--- config.mk ---
export PLATFORM = sky130hd
export DESIGN_NAME = cpd_core
export DESIGN_NICKNAME = d
export VERILOG_FILES = /design/src/hw/cpd_pkg.sv /design/src/hw/cpd_alu.sv /design/src/hw/cpd_addr.sv /design/src/hw/cpd_core.sv
export SDC_FILE = /design/constraint.sdc
export NUM_CORES = 1
export LEC_CHECK = 0
export BUFFER_PORTS_ARGS = -buffer_cell sky130_fd_sc_hd__buf_2
export CELL_PAD_IN_SITES_DETAIL_PLACEMENT = 0
export CELL_PAD_IN_SITES_GLOBAL_PLACEMENT = 1
export CORE_ASPECT_RATIO = 2
export CORE_MARGIN = 1.5
export CORE_UTILIZATION = 50
export DETAILED_ROUTE_END_ITERATION = 10
export PLACE_DENSITY = 0.93
export SLEW_MARGIN = 20
export SYNTH_ARGS = -nofsm -noshare
export SYNTH_HDL_FRONTEND = slang
export SYNTH_SLANG_ARGS = --single-unit
export TNS_END_PERCENT = 100
--- constraint.sdc ---
create_clock -name pclk -period 29 [get_ports pclk]
set_clock_uncertainty 0.1 [all_clocks]
set_input_delay 8.7 -clock pclk [delete_from_list [all_inputs] [get_ports pclk]]
set_output_delay 8.7 -clock pclk [all_outputs]
set_load 0.1 [all_outputs]
--- src/hw/cpd_pkg.sv ---
`default_nettype none
package cpd_pkg;
	// flags_register bit positions
	localparam int FL_V = 7;
	localparam int FL_H = 4;
	localparam int FL_I = 3;
	localparam int FL_N = 2;
	localparam int FL_Z = 1;
	localparam int FL_C = 0;
	// values after reset
	localparam logic [7:0] FLAGS_RST = 8'h08;
	localparam logic [7:0] ACC_RST = 8'h00;
	localparam logic [15:0] PTR_RST = 16'h0000;
	localparam logic [15:0] SP_RST = 16'h00ff;
	localparam logic [15:0] PC_RST = 16'h0000;
	// page-zero high address byte
	localparam logic [7:0] PAGE0_HI = 8'h00;
	// opcodes and opcode low-nibble groups
	localparam logic [7:0] OP_PREFIX = 8'h9e;
	localparam logic [7:0] OP_BR_CC = 8'h24;
	localparam logic [7:0] OP_SP_ADJ = 8'ha7;
	localparam logic [7:0] OP_PTR_ADJ = 8'haf;
	localparam logic [7:0] OP_CMPBR_PI = 8'h71;
	localparam logic [7:0] OP_CMPBR_OPI = 8'h61;
	localparam logic [7:0] OP_COPY_PI = 8'h7e;
	localparam logic [3:0] OPL_ADC = 4'h9;
	localparam logic [3:0] OPL_ADD = 4'hb;
	localparam logic [3:0] OPL_SHL = 4'h8;
	localparam logic [3:0] OPL_SHR = 4'h7;
	// apb register byte offsets
	localparam logic [7:0] RA_CTRL = 8'h00;
	localparam logic [7:0] RA_STATUS = 8'h04;
	localparam logic [7:0] RA_FLAGS = 8'h08;
	localparam logic [7:0] RA_ACC = 8'h0c;
	localparam logic [7:0] RA_PTR = 8'h10;
	localparam logic [7:0] RA_SP = 8'h14;
	localparam logic [7:0] RA_PC = 8'h18;
	localparam int CTRL_RUN = 0;
	localparam int ST_ILLEGAL = 0;
	localparam int ST_BUSY = 1;
	typedef enum logic [3:0] {md_none, md_lit, md_page0, md_long, md_ptr,
		md_ptr_short, md_ptr_long, md_stack_short, md_stack_long,
		md_ptr_postinc, md_ptr_short_postinc, md_rel} cpd_mode_t;
	typedef enum logic [3:0] {op_adc, op_add, op_shl, op_shr, op_brcc,
		op_spadj, op_ptradj, op_cmpbr, op_copy, op_bad} cpd_op_t;
	typedef enum logic [1:0] {tg_acc, tg_x, tg_mem} cpd_tgt_t;
endpackage
`default_nettype wire

--- src/hw/cpd_alu.sv ---
`timescale 1ns/10ps
`default_nettype none
module cpd_alu
	import cpd_pkg::*;
(
	input wire cpd_op_t op,
	input wire logic [7:0] a,
	input wire logic [7:0] m,
	input wire logic cin,
	output logic [7:0] r,
	output logic v,
	output logic h,
	output logic c
);
	logic [8:0] sum;

	// add family and shifts; negative and zero are taken from r by the caller
	always_comb
	begin
		sum = 9'h000;
		r = a;
		v = 1'b0;
		h = 1'b0;
		c = 1'b0;
		unique case (op)
			op_adc, op_add:
			begin
				sum = {1'b0, a} + {1'b0, m} + {8'h00, (op == op_adc) & cin};
				r = sum[7:0];
				c = sum[8]; // carry out of bit 7, see [RULE_02]
				h = (a[3] & m[3]) | (m[3] & ~r[3]) | (~r[3] & a[3]);
				v = (a[7] & m[7] & ~r[7]) | (~a[7] & ~m[7] & r[7]);
			end
			op_shl:
			begin
				r = {a[6:0], 1'b0}; // see [RULE_18]
				c = a[7];
				v = r[7] ^ c;
			end
			op_shr:
			begin
				r = {a[7], a[7:1]}; // sign kept, see [RULE_18]
				c = a[0];
				v = r[7] ^ c;
			end
			default:
			begin
				r = a;
			end
		endcase
	end
endmodule // cpd_alu
`default_nettype wire

--- src/hw/cpd_addr.sv ---
`timescale 1ns/10ps
`default_nettype none
module cpd_addr
	import cpd_pkg::*;
(
	input wire cpd_mode_t mode,
	input wire logic [7:0] byte1,
	input wire logic [7:0] byte2,
	input wire logic [15:0] ptr,
	input wire logic [15:0] sp,
	input wire logic [15:0] pc,
	output logic [15:0] ea,
	output logic [15:0] target
);
	logic [15:0] word12;
	logic [15:0] short_off;
	logic [7:0] rel;

	// first byte is the high half of any two-byte field, see [RULE_05]
	assign word12 = {byte1, byte2}; // see [RULE_06] see [RULE_07] see [RULE_04]
	// short offsets are zero-extended, see [RULE_08]
	assign short_off = {8'h00, byte1};
	// relative byte is the last operand byte of the instruction
	assign rel = (mode == md_ptr_short_postinc) ? byte2 : byte1;
	// sign-extended displacement from the next instruction, see [RULE_10]
	assign target = pc + {{8{rel[7]}}, rel};

	// 16-bit sums wrap in the 64 KB space, see [RULE_09]
	always_comb
	begin
		unique case (mode)
			md_page0: ea = {PAGE0_HI, byte1}; // see [RULE_03]
			md_long: ea = word12;
			md_ptr, md_ptr_postinc: ea = ptr;
			md_ptr_short, md_ptr_short_postinc: ea = ptr + short_off;
			md_ptr_long: ea = ptr + word12;
			md_stack_short: ea = sp + short_off; // see [RULE_17]
			md_stack_long: ea = sp + word12;
			default: ea = ptr;
		endcase
	end
endmodule // cpd_addr
`default_nettype wire

--- src/hw/cpd_core.sv ---
// Behaviour
// [RULE_01] flags hold overflow bit 7, half carry bit 4, mask bit 3
// [RULE_02] flags hold negative bit 2, zero bit 1, carry out of bit 7 at 0
// [RULE_03] page-zero address is operand byte with high byte zero
// [RULE_04] two-byte memory values are high byte first, low byte next
// [RULE_05] long address takes high byte first, then low byte
// [RULE_06] long offsets high byte first; short offset is the low byte
// [RULE_07] two-byte literal operands arrive high byte first
// [RULE_08] short pointer offsets are unsigned, zero-extended
// [RULE_09] long offsets wrap in 64 KB, signed or unsigned alike
// [RULE_10] branches add signed byte to address after the instruction
// [RULE_11] pointer post-increment mode only for compare-branch and copy
// [RULE_12] short-offset post-increment mode only for compare-branch
// [RULE_13] add and add-with-carry update five flags, 2 to 5 cycles
// [RULE_14] stack and pointer adjust add signed byte, 2 cycles, no flags
// [RULE_15] branch on carry clear, opcode 24, 3 cycles, no flags
// [RULE_16] post-increment bumps pointer only after operand fetch
// [RULE_17] stack short mode adds unsigned byte to stack pointer
// [RULE_18] shifts move outgoing bit to carry; overflow is N xor C
// [RULE_19] prefix byte is taken before any operand byte is fetched
//
// The implementer's own choices: register access over APB and the address map.
`timescale 1ns/10ps
`default_nettype none
module cpd_core
	import cpd_pkg::*;
(
	input wire logic pclk,
	input wire logic presetn,
	input wire logic psel,
	input wire logic penable,
	input wire logic pwrite,
	input wire logic [7:0] paddr,
	input wire logic [31:0] pwdata,
	output logic [31:0] prdata,
	output logic pready,
	output logic pslverr,
	output logic [15:0] mem_addr,
	output logic mem_rd,
	output logic mem_wr,
	output logic [7:0] mem_wdata,
	input wire logic [7:0] mem_rdata
);
	typedef enum logic [2:0] {st_idle, st_op, st_b1, st_b2, st_mem,
		st_pad} cpd_state_t;

	cpd_state_t state, next_state;
	logic run, illegal, pfx;
	logic [3:0] cnt;
	logic [7:0] opc, b1, b2, flags, acc;
	logic [15:0] ptr, sp, pc;
	logic [7:0] cur_opc, byte1, byte2, alu_a, alu_m, alu_r;
	cpd_op_t op;
	cpd_mode_t mode;
	cpd_tgt_t tgt;
	logic [1:0] nbytes;
	logic needmem, exec, fetch, pc_inc, taken, wr_mem, alu_v, alu_h, alu_c;
	logic pc_rd;
	logic [3:0] total;
	logic [15:0] ea, target;
	logic apb_wr, apb_set, core_idle, addr_ok;

	// opcode under decode: live in the opcode cycle, latched afterwards
	assign cur_opc = (state == st_op) ? mem_rdata : opc;
	assign byte1 = (state == st_b1) ? mem_rdata : b1;
	assign byte2 = (state == st_b2) ? mem_rdata : b2;

	// decode; post-increment forms exist only for the listed opcodes
	always_comb
	begin
		op = op_bad;
		mode = md_none;
		tgt = tg_acc;
		if (cur_opc == OP_BR_CC && !pfx)
		begin
			op = op_brcc;
			mode = md_rel;
		end
		else if ((cur_opc == OP_SP_ADJ || cur_opc == OP_PTR_ADJ) && !pfx)
		begin
			op = (cur_opc == OP_SP_ADJ) ? op_spadj : op_ptradj; // see [RULE_14]
			mode = md_lit;
		end
		else if (cur_opc == OP_CMPBR_PI && !pfx)
		begin
			op = op_cmpbr;
			mode = md_ptr_postinc; // see [RULE_11]
		end
		else if (cur_opc == OP_COPY_PI && !pfx)
		begin
			op = op_copy;
			mode = md_ptr_postinc; // see [RULE_11]
		end
		else if (cur_opc == OP_CMPBR_OPI && !pfx)
		begin
			op = op_cmpbr;
			mode = md_ptr_short_postinc; // see [RULE_12]
		end
		else if (cur_opc[3:0] == OPL_ADC || cur_opc[3:0] == OPL_ADD)
		begin
			op = (cur_opc[3:0] == OPL_ADC) ? op_adc : op_add;
			unique case ({pfx, cur_opc[7:4]})
				5'h0a: mode = md_lit;
				5'h0b: mode = md_page0;
				5'h0c: mode = md_long;
				5'h0d: mode = md_ptr_long;
				5'h0e: mode = md_ptr_short;
				5'h0f: mode = md_ptr;
				5'h1d: mode = md_stack_long;
				5'h1e: mode = md_stack_short;
				default: op = op_bad;
			endcase
		end
		else if (cur_opc[3:0] == OPL_SHL || cur_opc[3:0] == OPL_SHR)
		begin
			op = (cur_opc[3:0] == OPL_SHL) ? op_shl : op_shr;
			tgt = tg_mem;
			unique case ({pfx, cur_opc[7:4]})
				5'h03: mode = md_page0;
				5'h04: tgt = tg_acc;
				5'h05: tgt = tg_x;
				5'h06: mode = md_ptr_short;
				5'h07: mode = md_ptr;
				5'h16: mode = md_stack_short;
				default: op = op_bad;
			endcase
		end
	end

	// operand byte count and memory need per mode
	always_comb
	begin
		unique case (mode)
			md_lit, md_page0, md_ptr_short, md_stack_short, md_rel,
			md_ptr_postinc: nbytes = 2'd1;
			md_long, md_ptr_long, md_stack_long,
			md_ptr_short_postinc: nbytes = 2'd2;
			default: nbytes = 2'd0;
		endcase
		needmem = !(mode == md_none || mode == md_lit || mode == md_rel);
	end

	// documented bus cycles; zero means no stretching
	always_comb
	begin
		total = 4'd0;
		unique case (op)
			op_adc, op_add: // see [RULE_13]
				unique case (mode)
					md_lit: total = 4'd2;
					md_page0, md_ptr_short, md_ptr: total = 4'd3;
					md_long, md_ptr_long, md_stack_short: total = 4'd4;
					md_stack_long: total = 4'd5;
					default: total = 4'd0;
				endcase
			op_shl, op_shr:
				unique case (mode)
					md_none: total = 4'd1;
					md_page0, md_ptr_short: total = 4'd5;
					md_ptr: total = 4'd4;
					md_stack_short: total = 4'd6;
					default: total = 4'd0;
				endcase
			op_brcc: total = 4'd3; // see [RULE_15]
			op_spadj, op_ptradj: total = 4'd2; // see [RULE_14]
			default: total = 4'd0;
		endcase
	end

	cpd_addr u_addr (
		.mode(mode),
		.byte1(byte1),
		.byte2(byte2),
		.ptr(ptr),
		.sp(sp),
		.pc(pc),
		.ea(ea),
		.target(target)
	);

	// shifts work on their own target; adds on acc and operand
	assign alu_a = (tgt == tg_x) ? ptr[7:0] :
		((tgt == tg_mem) ? mem_rdata : acc);
	assign alu_m = (mode == md_lit) ? byte1 : mem_rdata;

	cpd_alu u_alu (
		.op(op),
		.a(alu_a),
		.m(alu_m),
		.cin(flags[FL_C]),
		.r(alu_r),
		.v(alu_v),
		.h(alu_h),
		.c(alu_c)
	);

	assign taken = (op == op_brcc) ? !flags[FL_C] : // see [RULE_15]
		((op == op_cmpbr) && (acc == mem_rdata));
	assign wr_mem = (tgt == tg_mem && (op == op_shl || op == op_shr))
		|| op == op_copy;

	// bus sequencing: one memory access per clock, read data next clock
	always_comb
	begin
		next_state = state;
		mem_rd = 1'b0;
		mem_wr = 1'b0;
		mem_addr = pc;
		mem_wdata = 8'h00;
		exec = 1'b0;
		fetch = 1'b0;
		pc_rd = 1'b0;
		unique case (state)
			st_idle: fetch = run;
			st_op:
				if (mem_rdata == OP_PREFIX && !pfx)
				begin
					mem_rd = 1'b1; // see [RULE_19]
					pc_rd = 1'b1;
				end
				else if (nbytes != 2'd0)
				begin
					mem_rd = 1'b1;
					pc_rd = 1'b1;
					next_state = st_b1;
				end
				else if (needmem)
				begin
					mem_rd = 1'b1;
					mem_addr = ea;
					next_state = st_mem;
				end
				else
					exec = 1'b1;
			st_b1:
				if (nbytes == 2'd2)
				begin
					mem_rd = 1'b1;
					pc_rd = 1'b1;
					next_state = st_b2;
				end
				else if (needmem)
				begin
					mem_rd = 1'b1;
					mem_addr = ea;
					next_state = st_mem;
				end
				else
					exec = 1'b1;
			st_b2:
			begin
				mem_rd = 1'b1;
				mem_addr = ea;
				next_state = st_mem;
			end
			st_mem: exec = 1'b1;
			st_pad: fetch = (cnt >= total) || !run;
		endcase
		if (exec)
		begin
			if (wr_mem)
			begin
				mem_wr = 1'b1;
				mem_addr = (op == op_copy) ? {PAGE0_HI, b1} : ea;
				mem_wdata = (op == op_copy) ? mem_rdata : alu_r;
				next_state = st_pad;
			end
			else if (taken || cnt < total)
				next_state = st_pad; // branch needs the new pc first
			else
				fetch = 1'b1;
		end
		if (fetch)
		begin
			mem_rd = run;
			pc_rd = run;
			mem_addr = pc;
			next_state = run ? st_op : st_idle;
		end
	end
	// marked per read, not by address compare: an operand that happens to
	// sit at pc must not bump it
	assign pc_inc = pc_rd;

	// sequencer state, cycle count and prefix
	always_ff @(posedge pclk or negedge presetn)
	begin
		if (!presetn)
		begin
			state <= st_idle;
			cnt <= 4'd0;
			pfx <= 1'b0;
			opc <= 8'h00;
			b1 <= 8'h00;
			b2 <= 8'h00;
		end
		else
		begin
			state <= next_state;
			if (fetch)
				cnt <= run ? 4'd1 : 4'd0;
			else if (cnt != 4'hf)
				cnt <= cnt + 4'd1;
			if (fetch)
				pfx <= 1'b0;
			else if (state == st_op && mem_rdata == OP_PREFIX && !pfx)
				pfx <= 1'b1;
			if (state == st_op)
				opc <= mem_rdata;
			if (state == st_b1)
				b1 <= mem_rdata;
			if (state == st_b2)
				b2 <= mem_rdata;
		end
	end

	assign core_idle = (state == st_idle) && !run;
	assign apb_wr = psel && penable && pwrite && addr_ok;
	assign apb_set = psel && !penable;

	// architectural registers; software may load them only while stopped
	always_ff @(posedge pclk or negedge presetn)
	begin
		if (!presetn)
		begin
			flags <= FLAGS_RST;
			acc <= ACC_RST;
			ptr <= PTR_RST;
			sp <= SP_RST;
			pc <= PC_RST;
		end
		else if (apb_wr && core_idle)
		begin
			unique case (paddr)
				RA_FLAGS: flags <= pwdata[7:0];
				RA_ACC: acc <= pwdata[7:0];
				RA_PTR: ptr <= pwdata[15:0];
				RA_SP: sp <= pwdata[15:0];
				RA_PC: pc <= pwdata[15:0];
				default: acc <= acc;
			endcase
		end
		else
		begin
			if (exec && taken)
				pc <= target; // see [RULE_10]
			else if (pc_inc)
				pc <= pc + 16'h0001;
			if (exec)
				unique case (op)
					op_adc, op_add:
					begin
						acc <= alu_r; // see [RULE_13]
						flags[FL_V] <= alu_v; // see [RULE_01]
						flags[FL_H] <= alu_h;
						flags[FL_N] <= alu_r[7]; // see [RULE_02]
						flags[FL_Z] <= (alu_r == 8'h00);
						flags[FL_C] <= alu_c;
					end
					op_shl, op_shr:
					begin
						if (tgt == tg_acc)
							acc <= alu_r;
						if (tgt == tg_x)
							ptr[7:0] <= alu_r;
						flags[FL_V] <= alu_v; // see [RULE_18]
						flags[FL_N] <= alu_r[7];
						flags[FL_Z] <= (alu_r == 8'h00);
						flags[FL_C] <= alu_c;
					end
					op_spadj: sp <= sp + {{8{byte1[7]}}, byte1};
					op_ptradj: ptr <= ptr + {{8{byte1[7]}}, byte1};
					op_cmpbr, op_copy:
					begin
						// operand already read, see [RULE_16]
						ptr <= ptr + 16'h0001;
						if (op == op_copy)
						begin
							flags[FL_V] <= 1'b0;
							flags[FL_N] <= mem_rdata[7];
							flags[FL_Z] <= (mem_rdata == 8'h00);
						end
					end
					default: acc <= acc; // branch and illegal leave state
				endcase
		end
	end

	// control and sticky status; a new illegal opcode beats the clear
	always_ff @(posedge pclk or negedge presetn)
	begin
		if (!presetn)
		begin
			run <= 1'b0;
			illegal <= 1'b0;
		end
		else
		begin
			if (apb_wr && paddr == RA_CTRL)
				run <= pwdata[CTRL_RUN];
			if (exec && op == op_bad)
				illegal <= 1'b1;
			else if (apb_wr && paddr == RA_STATUS && pwdata[ST_ILLEGAL])
				illegal <= 1'b0;
		end
	end

	// apb: zero wait states, read data captured in the setup cycle
	always_comb
	begin
		unique case (paddr)
			RA_CTRL, RA_STATUS, RA_FLAGS, RA_ACC, RA_PTR, RA_SP,
			RA_PC: addr_ok = 1'b1;
			default: addr_ok = 1'b0;
		endcase
	end
	assign pready = 1'b1;
	assign pslverr = psel && penable && !addr_ok;

	always_ff @(posedge pclk or negedge presetn)
	begin
		if (!presetn)
			prdata <= 32'h0000_0000;
		else if (apb_set)
			unique case (paddr)
				RA_CTRL: prdata <= {31'h0, run};
				RA_STATUS: prdata <= {30'h0, state != st_idle, illegal};
				RA_FLAGS: prdata <= {24'h0, flags};
				RA_ACC: prdata <= {24'h0, acc};
				RA_PTR: prdata <= {16'h0, ptr};
				RA_SP: prdata <= {16'h0, sp};
				RA_PC: prdata <= {16'h0, pc};
				default: prdata <= 32'h0000_0000;
			endcase
	end

	// checks
	AST_PAGE0: assert property ( // see [RULE_03]
		@(posedge pclk) disable iff (!presetn)
		(state == st_b1 && mode == md_page0 && mem_rd)
		|-> mem_addr[15:8] == 8'h00) else $error("page zero high byte");
	AST_LONG_ORDER: assert property ( // see [RULE_05]
		@(posedge pclk) disable iff (!presetn)
		(state == st_b2 && mode == md_long)
		|-> mem_addr == {b1, mem_rdata}) else $error("long address order");
	AST_SHORT_OFF: assert property ( // see [RULE_08]
		@(posedge pclk) disable iff (!presetn)
		(state == st_b1 && mode == md_ptr_short && mem_rd)
		|-> mem_addr == ptr + {8'h00, mem_rdata}) else $error("short offset");
	AST_STACK_OFF: assert property ( // see [RULE_17]
		@(posedge pclk) disable iff (!presetn)
		(state == st_b1 && mode == md_stack_short && mem_rd)
		|-> mem_addr == sp + {8'h00, mem_rdata}) else $error("stack offset");
	AST_BRCC_FLAGS: assert property ( // see [RULE_15]
		@(posedge pclk) disable iff (!presetn)
		(exec && op == op_brcc) |=> flags == $past(flags))
		else $error("branch flags");
	AST_BRCC_TARGET: assert property ( // see [RULE_10]
		@(posedge pclk) disable iff (!presetn)
		(exec && op == op_brcc && !flags[FL_C])
		|=> pc == $past(pc) + {{8{$past(byte1[7])}}, $past(byte1)})
		else $error("branch target");
	AST_SPADJ: assert property ( // see [RULE_14]
		@(posedge pclk) disable iff (!presetn)
		(exec && op == op_spadj) |=> sp == $past(sp)
		+ {{8{$past(byte1[7])}}, $past(byte1)} && flags == $past(flags))
		else $error("stack adjust");
	AST_ADD_CYCLES: assert property ( // see [RULE_13]
		@(posedge pclk) disable iff (!presetn)
		(exec && (op == op_adc || op == op_add) && run)
		|-> ##[0:4] (fetch && cnt == total))
		else $error("add cycle count");
	AST_POSTINC: assert property ( // see [RULE_16]
		@(posedge pclk) disable iff (!presetn)
		(exec && op == op_cmpbr) |=> ptr == $past(ptr) + 16'h0001)
		else $error("post increment");
	AST_SHIFT_V: assert property ( // see [RULE_18]
		@(posedge pclk) disable iff (!presetn)
		(exec && (op == op_shl || op == op_shr))
		|=> flags[FL_V] == (flags[FL_N] ^ flags[FL_C]))
		else $error("shift overflow");
	AST_PREFIX: assert property ( // see [RULE_19]
		@(posedge pclk) disable iff (!presetn)
		(state == st_op && mem_rdata == OP_PREFIX && !pfx)
		|=> state == st_op && pfx) else $error("prefix decode");
	COV_ADC: cover property (@(posedge pclk) exec && op == op_adc);
	COV_BRCC: cover property (@(posedge pclk) exec && op == op_brcc && taken);
	COV_CMPBR: cover property (@(posedge pclk) exec && op == op_cmpbr);
	COV_STACK_LONG: cover property (@(posedge pclk)
		exec && mode == md_stack_long);
endmodule // cpd_core
`default_nettype wire

* After elaboration in Yosys (flattened, before gate mapping)
Memory sizes are Yosys's and may differ from the RTL's.
Index checks and enable logic that the tools add are counted.
** Storage, ports and cells
- Register bits :: 130
- Bits in read-only memories :: 80
- Output and inout bits :: 60
- Input bits :: 53
- Memories :: 2
- Logic and storage cells :: 323
** Memory list
- (no name shown) :: depth 16, bits a word 3, read ports 1, clocked after memory_dff 0, write ports 0, line cpd_core.sv:149 : unique case (mode)
- (no name shown) :: depth 16, bits a word 2, read ports 1, clocked after memory_dff 0, write ports 0, line cpd_core.sv:133 : unique case (mode)
** Operators by class
- Equal/unequal tests :: 68
- Reduce and logical (&&, ||, !) cells :: 76
- $add $sub $neg :: 12
- Bitwise logic cells :: 17
- $lt $le $gt $ge :: 2
- Mux-type cells :: 128
** Operators with widths (number)
- $mux W16 :: 19
- $mux W8 :: 16
- $pmux W16 S7 :: 1
- $pmux W16 S6 :: 1
- $add A16 B16 Y16 :: 5
- $mux W4 :: 17
- $pmux W16 S3 :: 1
- $pmux W8 S3 :: 2
- $eq A4 B3 Y1 const B :: 9
- $mux W1 :: 35
- $mux W3 :: 11
- $add A16 B1 Y16 const B :: 2
- $add A16 B8 Y16 :: 2
- $eq A4 B4 Y1 const B :: 8
- $pmux W4 S8 :: 1
- $pmux W8 S2 :: 2
- $eq A5 B4 Y1 const B :: 6
- $eq A8 B5 Y1 const B :: 3
- $eq A8 B7 Y1 const B :: 3
- $eq A8 B8 Y1 const B :: 3
- $logic_not A8 Y1 :: 3
- $pmux W3 S4 :: 2
- $logic_and A1 B1 Y1 :: 22
- $eq A5 B3 Y1 const B :: 4
- other kinds (47) :: 125

* Longest topological paths before layout
Gate-level depths: netlist (run 1).
- Word-level depth :: 25
- Depth in mapped cells :: 26
- Mapped depth without buffers :: 21

* By module
Synthesis (run 1) repeated with hierarchy kept, for this count alone.
** Unflattened totals
- Cell total of the unflattened synthesis :: 1737
- Area, all modules :: 13703.1 um2
** By module, submodules not included
- cpd_core :: instances 1, cells an instance 1270, area an instance 10109.7 um2
- cpd_addr :: instances 1, cells an instance 367, area an instance 2865.2 um2
- cpd_alu :: instances 1, cells an instance 100, area an instance 728.2 um2

* Worst setup path after synthesis (run 1)
No wires, ideal clock.
- Path type :: in2out
- Start :: in mem_rdata[1]
- End :: out mem_addr[12]
- Arrival :: 15.061 ns
- Path buffers :: 2
- Setup slack :: 5.139 ns
- Stages :: 19
- Cell sequence :: nor4b_1 o211ai_1 a221oi_1 a211o_1 clkbuf_1 nand4b_1 clkbuf_1 nor2_1 a21oi_1 ha_1 nor2b_1 o21ai_0 a21boi_0 o41a_1 a41o_1 o41ai_1 xnor2_1 a211oi_1 o31ai_1
** Between the ends
- Word-level cells in the longest chain between the ends :: 21
- Elaborated cells on any way between the ends :: 116
- Classes of those cells :: add/sub (4); order compare (2); eq/ne (32); mux (51); reduce/logical (25); memory (2)
** RTL lines
- start: declaration :: line cpd_core.sv:42 : input wire logic [7:0] mem_rdata
- $mux W8
- $eq A4 B4 Y1 or $eq A4 B3 Y1 (tied branches) :: line cpd_core.sv:114, cpd_core.sv:116
- $logic_or A1 B1 Y1 or $mux W1 (tied branches) :: line cpd_core.sv:114, cpd_core.sv:116
- $mux W3 or $mux W4 (tied branches) :: line cpd_core.sv:114, cpd_core.sv:118
- $mux W4, on equally long branches :: line cpd_core.sv:99, cpd_core.sv:114
- $mux W4, on equally long branches :: line cpd_core.sv:94, cpd_core.sv:99
- $mux W4, on equally long branches :: line cpd_core.sv:89, cpd_core.sv:94
- $mux W4, on equally long branches :: line cpd_core.sv:84, cpd_core.sv:89
- (+5 left out)
- $pmux W4 S4 :: line cpd_core.sv:147 : unique case (op)
- $ge A4 B4 Y1 :: line cpd_core.sv:257 : st_pad: fetch = (cnt >= total) || !run;
- $logic_or A1 B1 Y1 :: line cpd_core.sv:257
- $pmux W1 S2 :: line cpd_core.sv:213 : unique case (state)
- $mux W1 :: line cpd_core.sv:268 : else if (taken || cnt < total)
- $mux W1 :: line cpd_core.sv:261 : if (wr_mem)
- $mux W1 :: line cpd_core.sv:259 : if (exec)
- $mux W16 (*) :: line cpd_core.sv:273 : if (fetch)
- end: declaration :: line cpd_core.sv:38 : output logic [15:0] mem_addr,
Every way passes the cells marked *; elsewhere a longest branch is shown, timed or not.

* Worst setup path after layout (run 1)
- Start :: in mem_rdata[3]
- End :: out mem_addr[14]
The elaborated chain is that of the path after synthesis.

==> run summary, run 1 <==
The switching share of power came out at 52.02%. After synthesis, the share of flip-flops with an asynchronous set or reset is 100.0%. The number of placed I/O pins is 113.

Buffers added to address setup during post-CTS repair amount to 0. CTS saw 114 sinks. The antenna diode count came out at 0. The number of nets in the finished design came out at 1836. After detailed routing, the number of vias per cell comes to 6.844.

The cell depth of the worst min-delay path came out at 1. The overall via count from detail_route came out at 13935. The upper clock frequency limit is 41.54 MHz.

The share of the synthesized area in the top cell type is 20.61%. Counting the buffers created by CTS gives 17. STA classifies the critical path startpoint as a primary input.

The commonest cells after synthesis are nand2_1, nor2_1, a21oi_1. Setup repair after global routing left no endpoint under its margin. The utilization after layout is 55.77%.

The maximum level of the CTS H-tree is 4. Wires add up to 53910 um. The sequential element share of the synthesized area is 22.46%. In this run, post-CTS repair resized a total of 0 instances. The die covers 26530 um^2. The run finished with clean final reports.

The wire length of the first global-routing pass came out at 80270 um. The largest total area in the synthesized netlist belongs to dfrtp_1. The worst voltage drop across the vdd grid is 0.00004970 V. The data arrival time of the critical path came out at 15.27 ns. The switching power total came out at 660.0 uW. The critical path class is in -> out.

The buffer levels on the longest clock path is 2. Of the total power, registers draw 21.3%. The post-route non-filler standard cell count is 2036. The leakage power of the design came out at 6.496 nW.

Buffers inserted to repair hold after CTS numbered 0. The layout has 2485 filler cells. The power density over cell area came out at 90.86 nW/um^2. The die boundary height came out at 228.8 um. The buffer cell driving the clock tree root is clkbuf_16. The worst slack on hold paths came out at 0.3680 ns.

The Yosys warning count is 0. The number of hold-slack violations in the final timing report came out at 0. The minimum clock period came out at 24.07 ns.

The effective utilization at floorplan is 50.93%. Dividing the detail-routed wire length by the instance count gives 26.48 um. The synthesized area divided by synthesized cell count is 7.719 um^2. The area of the mapped netlist is 12750 um^2. The number of flops mapped to enable cells by yosys came out at 0. The iteration-0 DRC count of the detailed router came out at 1551. The count of TritonRoute iterations in the first routing pass came out at 6. The path type of the worst min-delay path is reg -> reg. The count of unique library cells instantiated by Yosys came out at 100. The horizontal extent of the die came out at 115.9 um. Global routing used 41.03% of the available tracks across all layers.

The area growth from synthesis to final layout came out at 9.498%. The ratio of cells with drive above 1 in the final layout is 12.00%. The portion of the clock cycle consumed by the worst path in the final layout came out at 83.01%. The normalized max-slew margin is 22.76%. The depth of the worst register-to-register path came out at 21.

The core outline area is 25030 um^2. The main flop type after synthesis is dfrtp_1. For this run, the slowest stage of the critical path takes 0.87 ns. Combinational logic burns 60.5% of the power.

Row generation in the floorplan step produced 82 rows. The critical path goes through buf_2 > nor4b_1 > o211ai_1 > a221oi_1 > a211o_1 > nand4b_1 > nor2_1 > a21oi_1 > ha_1 > inv_1 > fa_1 > nor2b_1 > o21ai_0 > a21boi_0 > o41a_1 > a41o_1 > o41ai_1 > nor3_1 > o31ai_1 > o2111ai_1 > a22o_1 > buf_2. The number of antenna violations at the first check in global routing is 0. The portion of total power attributed to the clock network is 18.2%. The maximum fanout along the worst path came out at 24. The clock tree from TritonCTS is yes.

The total grt overflow came out at 0. The endpoint required time on the critical path is 20.20 ns. The total instance count after detailed placement is 2004. Synthesis inferred 114 register bits. The detail route stage leaves a number of antenna-violating nets equal to 0. The most common cell in the synthesized netlist is nand2_1. At the pin with the least slew margin, the transition time is 1.126 ns. The cell type of the slowest stage on the worst timing path is nand4b_1. The placed wire-length estimate after detailed placement came out at 39700 um. After detailed routing, the number of remaining DRC violations is 0. The internal power summed over all cells came out at 608.6 uW.

The total negative setup slack came out at 0 ns. STA classifies the critical path endpoint as an output port. By area the synthesized netlist is led by dfrtp_1, ha_1, nand2_1, nor2_1, a21oi_1. The design draws 1.269 mW.

At the end of routability-driven placement, the weighted congestion stood at 1.020. Among the stages of the critical path, the cell type that occurs most often is buf_2. The number of max-slew violations in the final report is 0. The largest net degree at the start of global routing came out at 76. The count of maximum capacitance violations came out at 0. The via count of the first global-routing pass was 13625.

During placement, the flow inserted port buffers numbering 79. Clock-pin slew was measured on the worst setup and hold paths at 0.06 ns. Setup violations remaining at the end of the flow were counted as 0. The clock network latency to the later pin of the worst-skew pair came out at 0.45 ns. The post-synthesis cell count came out at 1652.
==> worst paths after layout <==
| kind | from | endpoint | slack (ns) |
|---|---|---|---|
| min in group asynchronous | presetn | opc[5]$_DFF_PN0_ | 8.14 |
| worst min-delay path | prdata[6]$_DFFE_PN0P_ | prdata[6]$_DFFE_PN0P_ | 0.37 |
| max in group asynchronous | presetn | state[1]$_DFF_PN0_ | 19.16 |
| worst max register to register | state[0]$_DFF_PN0_ | pc[15]$_DFFE_PN0P_ | 21.67 |
| worst max-delay path | mem_rdata[3] | mem_addr[14] | 4.93 |
| worst min register to register | prdata[6]$_DFFE_PN0P_ | prdata[6]$_DFFE_PN0P_ | 0.37 |
==> sequential cells by signal, indices dropped and copies added, names as in the netlist, 8 cells and up <==
register  cells
prdata       16
b2            8
flags         8
opc           8
pc           16
b1            8
sp           16
acc           8
ptr          16
==> critical path, delay by kind of cell <==
| family | cells | cell delay [ns] |
|---|---|---|
| compound gates | 12 | 3.39 |
| fa+ha+maj | 2 | 0.49 |
| buf+inv | 3 | 0.75 |
| simple gates | 5 | 1.92 |
==> kinds of logic (layout without fill, tap and decap cells) <==
kind of cell	after synthesis	after routing	synth area share, %
muxes	48	48	4.259
adders and majority gates	96	96	9.891
buffers and inverters	165	198	5.829
DFF	114	114	22.46
AOI/OAI and AO/OA	533	533	28.37
and+or+nand+nor	605	605	23.02
other	2	17	0.05890
xor gates and xnor gates	89	89	6.113
==> stage by stage <==
stage | area [um^2] | worst slack (ns)
2_1_floorplan | 12810 | 5.139
3_3_place_gp | 13320 | 5.246
3_5_place_dp | 13320 | 5.073
4_1_cts | 13950 | 5.068
5_1_grt | 13960 | 4.369
6_report | 13960 | 4.928
==> final cells by class <==
type | instances | area (um^2) | area share, %
flip-flops and latches | 114 | 2864 | 20.51
clock buffers | 19 | 452.9 | 3.244
multi-input cells | 1388 | 9224 | 66.06
well taps | 336 | 420.4 | 3.011
inverters | 59 | 221.5 | 1.586
clock inverters | 13 | 171.4 | 1.228
repair buffers | 107 | 608.1 | 4.355
==> power groups by stage <==
stage               sequential (mW)  combinational, mW  clock [mW]
finish                        0.271              0.767       0.231
global route                  0.271              0.824       0.237
CTS                           0.264              0.742       0.230
detailed placement            0.267              0.737           0
global placement              0.265              0.721           0
floorplan                     0.229              0.566           0
==> layout by cell type, fill, tap and decap left out, types with 9 or more instances in the layout <==
cell | netlist | final
buf_2 | 12 | 78
mux2i_1 | 28 | 28
xor2_1 | 31 | 31
xnor2_1 | 58 | 58
nor2b_1 | 18 | 18
o21ai_1 | 14 | 14
dfstp_2 | 9 | 9
a221oi_1 | 16 | 16
a22oi_1 | 29 | 29
nand4_1 | 18 | 18
dfrtp_1 | 105 | 105
mux2_4 | 10 | 10
o211ai_1 | 19 | 19
or3_1 | 15 | 15
a31oi_1 | 33 | 33
a221o_1 | 16 | 16
buf_4 | 17 | 29
nand2_1 | 193 | 193
nand2b_1 | 13 | 12
o21a_1 | 9 | 9
clkbuf_16 | 0 | 17
a21o_1 | 44 | 44
conb_1 | 2 | 17
o31ai_1 | 14 | 14
nand3_1 | 42 | 42
nor3_1 | 36 | 36
a211oi_1 | 20 | 20
nor2_1 | 169 | 169
mux2_2 | 9 | 9
and2_1 | 14 | 14
inv_1 | 56 | 56
a21oi_1 | 114 | 114
o21ai_0 | 104 | 104
a222oi_1 | 14 | 14
and3_1 | 19 | 19
ha_1 | 88 | 88
==> per-layer routing <==
layer	share of wire (%)	GRT usage (%)	vias to the layer above
li1	-	-	6179
met1	32	40.67	6645
met2	49	68.09	778
met3	7.2	8.751	333
met4	12	40.13	0
met5	0	0	-
(Power assumes the default switching activity.)
==> run 2: changes to the inputs <==
Settings changed: ABC_AREA set to 1, CORE_UTILIZATION 50 to 44, PLACE_DENSITY 0.93 to 0.87.
Clock period 29 ns to 24.4 ns, I/O delays scaled along.
==> run 2 against run 1 <==
  * Die area is 19% higher
  * Clock-buffer cell count is 1 lower
  * Combinational power is 110% higher
  * Worst setup slack worse by 1.1 ns
  * Global-route usage is 1.6 points lower
  * Critical path depth is 9 higher
  * Flip-flop and latch count stayed put
  * Synthesized area is 4.9% higher
==> run summary, run 2 <==
The startpoint identified for the worst register-to-register timing path is state[1]$_DFF_PN0_. The horizontal extent of the die is 126.3 um (+8.9%). The post-route cell area is 14630 um^2 (+4.8%).

The wire length of the first global-routing pass is 90240 um (+12%). The normalized max-slew margin came out at 25.75% (+3.0 points). The number of antenna violations at the first check in global routing is 4 (+4). The via count of the first global-routing pass came out at 14711 (+8.0%). The effective utilization at floorplan was 44.48% (-6.5 points).

Sorting the synthesized cells by area gives the leading types as dfrtp_1, nand2_1, ha_1, nand3_1, inv_1. The post-synthesis cell count is 2126 (+29%). The longest individual stage delay on the worst path came out at 0.56 ns (-0.31 ns). The placed wire-length estimate after detailed placement is 46880 um (+18%). The measured slew at the worst slew-check pin came to 1.109 ns (-0.01746 ns). The sort of element at the start of the critical path is a primary input. The share of the synthesized area in the top cell type came out at 19.65% (-0.96 points).

The count of unique library cells instantiated by Yosys was 67 (-33%). The number of flops mapped to enable cells by yosys is 0 (unchanged). The worst slack on hold paths is 0.3723 ns (+0.004338 ns). The iteration-0 DRC count of the detailed router was 1215 (-22%). The post-cts sizing count came out at 0 (unchanged). TritonCTS built the clock tree. The portion of the clock cycle consumed by the worst path in the final layout is 84.38%. The post-detailed-routing wire length came out at 61520 um (+14%). The number of nets with antenna violations after detailed routing is 0 (unchanged). The worst setup path is of the in -> out kind.

The maximum level of the CTS H-tree came out at 4 (unchanged). The run finished with clean final reports. The buffer levels on the longest clock path was 2 (unchanged). The cts-stage hold buffer count is 0 (unchanged). The largest net degree at the start of global routing came to 59 (-22%). The sequential element share of the synthesized area was 21.42% (-1.0 points).

The clock network latency to the later pin of the worst-skew pair is 0.46 ns (about the same). The ratio of cells with drive above 1 in the final layout is 11.88% (-0.12 points). The critical path starts at mem_rdata[5]. The path type of the worst min-delay path is reg -> reg.

The total cell area at the placement stage is 14020 um^2 (+5.2%). The placer congestion estimate is 1.039 (+1.9%). The overall via count from detail_route is 15312 (+9.9%). The number of placed I/O pins is 113 (unchanged). The count of TritonRoute iterations in the first routing pass is 5 (-1). The area of the die is 31510 um^2 (+19%). The die boundary height came out at 249.5 um (+9.0%). The number of nets in the finished design was 2333 (+27%).

The utilization after layout came out at 48.66% (-7.1 points). The async set-or-reset flop fraction in the synthesized netlist is 100.0% (unchanged). By instance count, the leading cell after synthesis is nand2_1. The total instance count after detailed placement is 2533 (+26%). Summed over all instances, the cell type with the most area after synthesis is dfrtp_1. The count of maximum capacitance violations is 0 (unchanged).

The synthesized area divided by synthesized cell count came out at 6.290 um^2 (-19%). The post-CTS setup repair buffer count came out at 0 (unchanged). The area of the mapped netlist is 13370 um^2 (+4.9%). The DRC violation count after routing is 0 (unchanged). The data arrival time of the critical path was 13.17 ns (-2.10 ns). The minimum clock period is 20.59 ns. The number of hold-slack violations in the final timing report is 0 (unchanged).

The worst-case setup margin in the final layout came to 3.811 ns (-1.117 ns). The number of buffers inserted by port buffering is 79 (unchanged). The most numerous cell on the critical path is nand2_1. The number of clock sinks is 114 (unchanged).

The worst setup path is captured at an output port. The power density over cell area is 149.2 nW/um^2 (+64%). The maximum fanout along the worst path came to 27 (+13%). Setup repair after global routing left no endpoint under its margin.

The number of rows created at floorplan is 90 (+9.8%). The number of max-slew violations in the final report is 0 (unchanged). The total negative setup slack came out at 0 ns (unchanged). The core outline area is 30070 um^2 (+20%).

The most used flip-flop cell after synthesis is dfrtp_1. The setup-violating endpoint count in the final report came out at 0 (unchanged). The area growth from synthesis to final layout came out at 9.403% (about the same).

The detail-routed net length per standard cell came out at 23.96 um (-9.5%). The register bit total from synthesis is 114 (unchanged). The upper clock frequency limit came out at 48.57 MHz. The overall track demand over capacity in global routing is 39.42% (-1.6 points).

The endpoint required time on the critical path was 16.98 ns (-3.22 ns). The root buffer cell chosen for the clock tree is clkbuf_16. The total design power came out at 2.183 mW (+72%). The leakage power of the design is 7.717 nW (+19%). The post-route non-filler standard cell count is 2567 (+26%). The Yosys warning count came out at 0 (unchanged). The clock transition at the registers of the reported paths is 0.06 ns (about the same). The pre-CTS worst setup slack came out at 3.909 ns (-1.164 ns). The library cell used most frequently in the layout, excluding fill and tap cells, is nand2_1. The cell type of the slowest stage on the worst timing path is nand3_2. The total grt overflow is 0 (unchanged). The average vias per placed instance was 5.965 (-13%). The TritonCTS buffer count is 17 (unchanged). In the layout the commonest cells are nand2_1, inv_1, nor2_1. The worst voltage drop across the vdd grid is 0.0001018 V (+100%).

The startpoint identified for the worst hold timing path is prdata[12]$_DFFE_PN0P_. Sorting the synthesized cells by how often they occur yields nand2_1, inv_1, nor2_1.
run 2: final cells by class:
cell class | count | area, um^2
inverters | 253 | 949.7
repair buffers | 97 | 533.0
clock buffers | 18 | 429.2
clock inverters | 14 | 180.2
flip-flops and latches | 114 | 2864
multi-input cells | 1701 | 9209
well taps | 368 | 460.4
diodes | 2 | 5.005
fillers | 3220 | 15440
run 2: cell families after synthesis:
group	Yosys count	share of synthesized area [%]
and+or+nand+nor	1096	36.32
buffers and inverters	326	10.22
other	2	0.05616
xor gates and xnor gates	51	3.340
DFF	114	21.42
adders and majority gates	96	9.431
muxes	2	0.1497
AOI/OAI and AO/OA	439	19.07
run 2: per-layer routing:
layer | global-route usage, % | part of all wire (%) | up-vias
met5 | 0 | 0.028 | -
met4 | 45.02 | 14 | 4
met3 | 10.08 | 7.0 | 331
met2 | 65.97 | 48 | 683
met1 | 36.12 | 31 | 7103
li1 | - | - | 7191
run 2: worst paths after layout:
check                                              end  slack, ns  depth (start not counted)
worst max-delay path                      mem_addr[14]       3.81                         31
worst min-delay path            prdata[12]$_DFFE_PN0P_       0.37                          2
worst max register to register      pc[12]$_DFFE_PN0P_      17.55                         34
worst min register to register  prdata[12]$_DFFE_PN0P_       0.37                          2
max in group asynchronous           pc[13]$_DFFE_PN0P_      15.93                          2
min in group asynchronous           ptr[4]$_DFFE_PN0P_       6.86                          1
run 2: critical path: cells and delay by family:
kind	cells	cell delay (ns)
compound gates	4	1.06
xor+xnor	1	0.17
fa+ha+maj	2	0.71
buf+inv	5	1.05
simple gates	19	2.83
run 2: where the power goes:
| group | leakage (nW) | switching, mW | internal (mW) |
|---|---|---|---|
| clock network | 0.292 | 0.109 | 0.162 |
| logic | 5.99 | 1.17 | 0.435 |
| registers | 1.44 | 0.0613 | 0.240 |
| total | 7.72 | 1.35 | 0.837 |
==> run 3: changes to the inputs <==
Clock period 24.4 ns to 19.1 ns, I/O delays scaled along.
==> run 3 against run 2 <==
  * Wire length up 0.85%
  * Flip-flop and latch count unchanged
  * Worst setup slack worse by 2.1 ns
  * Worst hold slack better by 0.0091 ns
  * Utilization down 0.062 points
  * Register-to-register slack worse by 5.6 ns
  * Clock-buffer cell count unchanged
  * Cell count about the same
  * Via count up 1.0%
  * Critical endpoint unchanged
  * Highest routed layer unchanged
==> run summary, run 3 (synthesis gave the netlist of run 2 again) <==
The largest net degree at the start of global routing is 62 (+5.1%). The maximum level of the CTS H-tree came out at 4 (unchanged). The count of TritonRoute iterations in the first routing pass was 7 (+2). The number of buffers inserted by port buffering is 79 (unchanged). The endpoint required time on the critical path came out at 13.27 ns (-3.71 ns).

The post-detailed-routing wire length came out at 62040 um (+0.85%). The buffer levels on the longest clock path is 2 (unchanged). The startpoint identified for the worst register-to-register timing path is state[1]$_DFF_PN0_. The sort of element at the start of the critical path is a primary input. The number of nets in the finished design is 2331 (-0.086%).

The total grt overflow is 0 (unchanged). The slowest stage of the critical path belongs to the cell buf_2. The number of max-slew violations in the final report came out at 0 (unchanged). The maximum fanout along the worst path is 26 (-3.7%).

Leaving out fill and tap cells, the most frequent cell in the layout is nand2_1. The number of nets with antenna violations after detailed routing is 0 (unchanged). The effective utilization at floorplan came to 44.48% (unchanged). The die boundary height is 249.5 um (unchanged).

The register-to-register setup slack is 11.97 ns (-5.58 ns). The wire length of the first global-routing pass is 90170 um (about the same). After layout, the minimum clock period comes to 17.43 ns. The overall via count from detail_route is 15465 (+1.0%).

The clock transition at the registers of the reported paths is 0.06 ns (about the same). The depth of the worst register-to-register path is 34 (unchanged). The power density over cell area came out at 190.2 nW/um^2 (+27%). The measured slew at the worst slew-check pin came out at 1.276 ns (+0.1669 ns).

The cts-stage hold buffer count was 0 (unchanged). The worst setup path is captured at an output port. The setup-violating endpoint count in the final report is 0 (unchanged).

The area of the die is 31510 um^2 (unchanged). The worst-case setup margin in the final layout came to 1.675 ns (-2.137 ns). TritonCTS built the clock tree. The detail-routed net length per standard cell came out at 24.19 um (+0.93%). The worst setup path is of the in -> out kind. The via count of the first global-routing pass came out at 14713 (+0.014%). The count of maximum capacitance violations came out at 0 (unchanged). The pre-CTS worst setup slack is 1.906 ns (-2.003 ns).

The overall track demand over capacity in global routing is 39.43% (about the same). In the layout the commonest cells are nand2_1, inv_1, nor2_1. Broken down by cell family, the worst path's largest delay share belongs to simple AND/OR/NAND/NOR gates. The number of antenna violations at the first check in global routing was 6 (+2). The cell depth of the worst min-delay path is 2 (unchanged). The clock network latency to the later pin of the worst-skew pair is 0.46 ns (about the same). The leakage power of the design is 7.706 nW (-0.14%).

The ratio of cells with drive above 1 in the final layout is 11.80% (-0.080 points). The normalized max-slew margin came out at 14.44% (-11 points). In this run the most critical hold path is launched from prdata[11]$_DFFE_PN0P_. In this run the critical register-to-register path is captured at pc[12]$_DFFE_PN0P_.

The combined buffer and inverter count along the critical path was 7 (+2). The placed wire-length estimate after detailed placement came out at 46270 um (-1.3%). The TritonCTS buffer count was 17 (unchanged). The path with the worst hold slack has its endpoint at prdata[11]$_DFFE_PN0P_. The placer congestion estimate came out at 1.029 (-0.93%).

The DRC violation count after routing came out at 0 (unchanged). The run finished with clean final reports. The worst voltage drop across the vdd grid came out at 0.0001473 V (+45%). The post-cts sizing count is 0 (unchanged). The area growth from synthesis to layout is 9.263%. The iteration-0 DRC count of the detailed router is 1351 (+11%).

The core outline area came out at 30070 um^2 (unchanged). The average vias per placed instance came to 6.029 (+1.1%). The number of placed I/O pins is 113 (unchanged). Setup repair after global routing left no endpoint under its margin. Among the stages of the critical path, the cell type that occurs most often is nand2_1. The tree is rooted in a clkbuf_16. The upper clock frequency limit is 57.39 MHz. The total negative setup slack came to 0 ns (unchanged). In this run the worst hold path is classified as reg -> reg. The number of hold-slack violations in the final timing report is 0 (unchanged).

The number of clock sinks came out at 114 (unchanged). The worst slack on hold paths is 0.3814 ns (+0.009093 ns). The number of rows created at floorplan came to 90 (unchanged). The horizontal extent of the die came to 126.3 um (unchanged). The count of filler cells inserted in the layout was 3210 (-0.31%).

The longest individual stage delay on the worst path came out at 0.44 ns (-0.12 ns). The post-CTS setup repair buffer count came to 0 (unchanged). The portion of the clock cycle consumed by the worst path in the final layout is 91.23%. The data arrival time of the critical path came out at 11.60 ns (-1.57 ns).
## run 3: changes by cell type in the layout (fill, tap and decap cells not counted), sizes merged
cell,previous run,this run
buf,97,95
clkinv,8,7
inv,254,255
## run 3: metrics by stage
stage	cells	area [um^2]	util [%]	total power [mW]
after floorplan	2141	13430	-	1.793
after global placement	2531	14000	46.57	2.319
after detailed placement	2531	14000	46.57	2.345
after CTS	2563	14610	48.58	2.696
after global routing	2563	14610	48.58	2.955
final	2565	14610	48.60	2.779
## run 3: routing by layer
layer | up-vias | wire length, um | global-route usage [%]
met1 | 7084 | 19360 | 36.83
met5 | - | 55 | 0
li1 | 7164 | - | -
met4 | 8 | 8439 | 43.78
met3 | 382 | 5139 | 11.19
met2 | 827 | 29050 | 64.96
## run 3: tightest hold or removal path: stages (launching register included)
cell and delay [ns]:
dfrtp_1 0.34, nand2_1 0.05, nand2_1 0.06
## run 3: worst max-delay path by stage
stage,from,endpoint,depth (start not counted)
final,mem_rdata[6],mem_addr[14],36
after global routing,mem_rdata[6],mem_addr[14],36
after CTS,mem_rdata[6],mem_addr[14],36
after detailed placement,mem_rdata[6],mem_addr[14],36
after global placement,mem_rdata[6],mem_addr[14],36
after floorplan,mem_rdata[3],mem_wdata[7],27
## run 3: area by class of cell
cell class	instances	area [um^2]	share of cell area [%]
multi-input cells	1701	9209	63.02
clock inverters	14	176.4	1.207
diodes	2	5.005	0.03425
well taps	368	460.4	3.151
inverters	253	949.7	6.499
clock buffers	18	429.2	2.937
repair buffers	95	518.0	3.545
flip-flops and latches	114	2864	19.60
## run 3: where the power goes
part           internal (mW)  switching (mW)
Sequential             0.306          0.0892
Combinational          0.554            1.48
Clock                  0.207           0.142
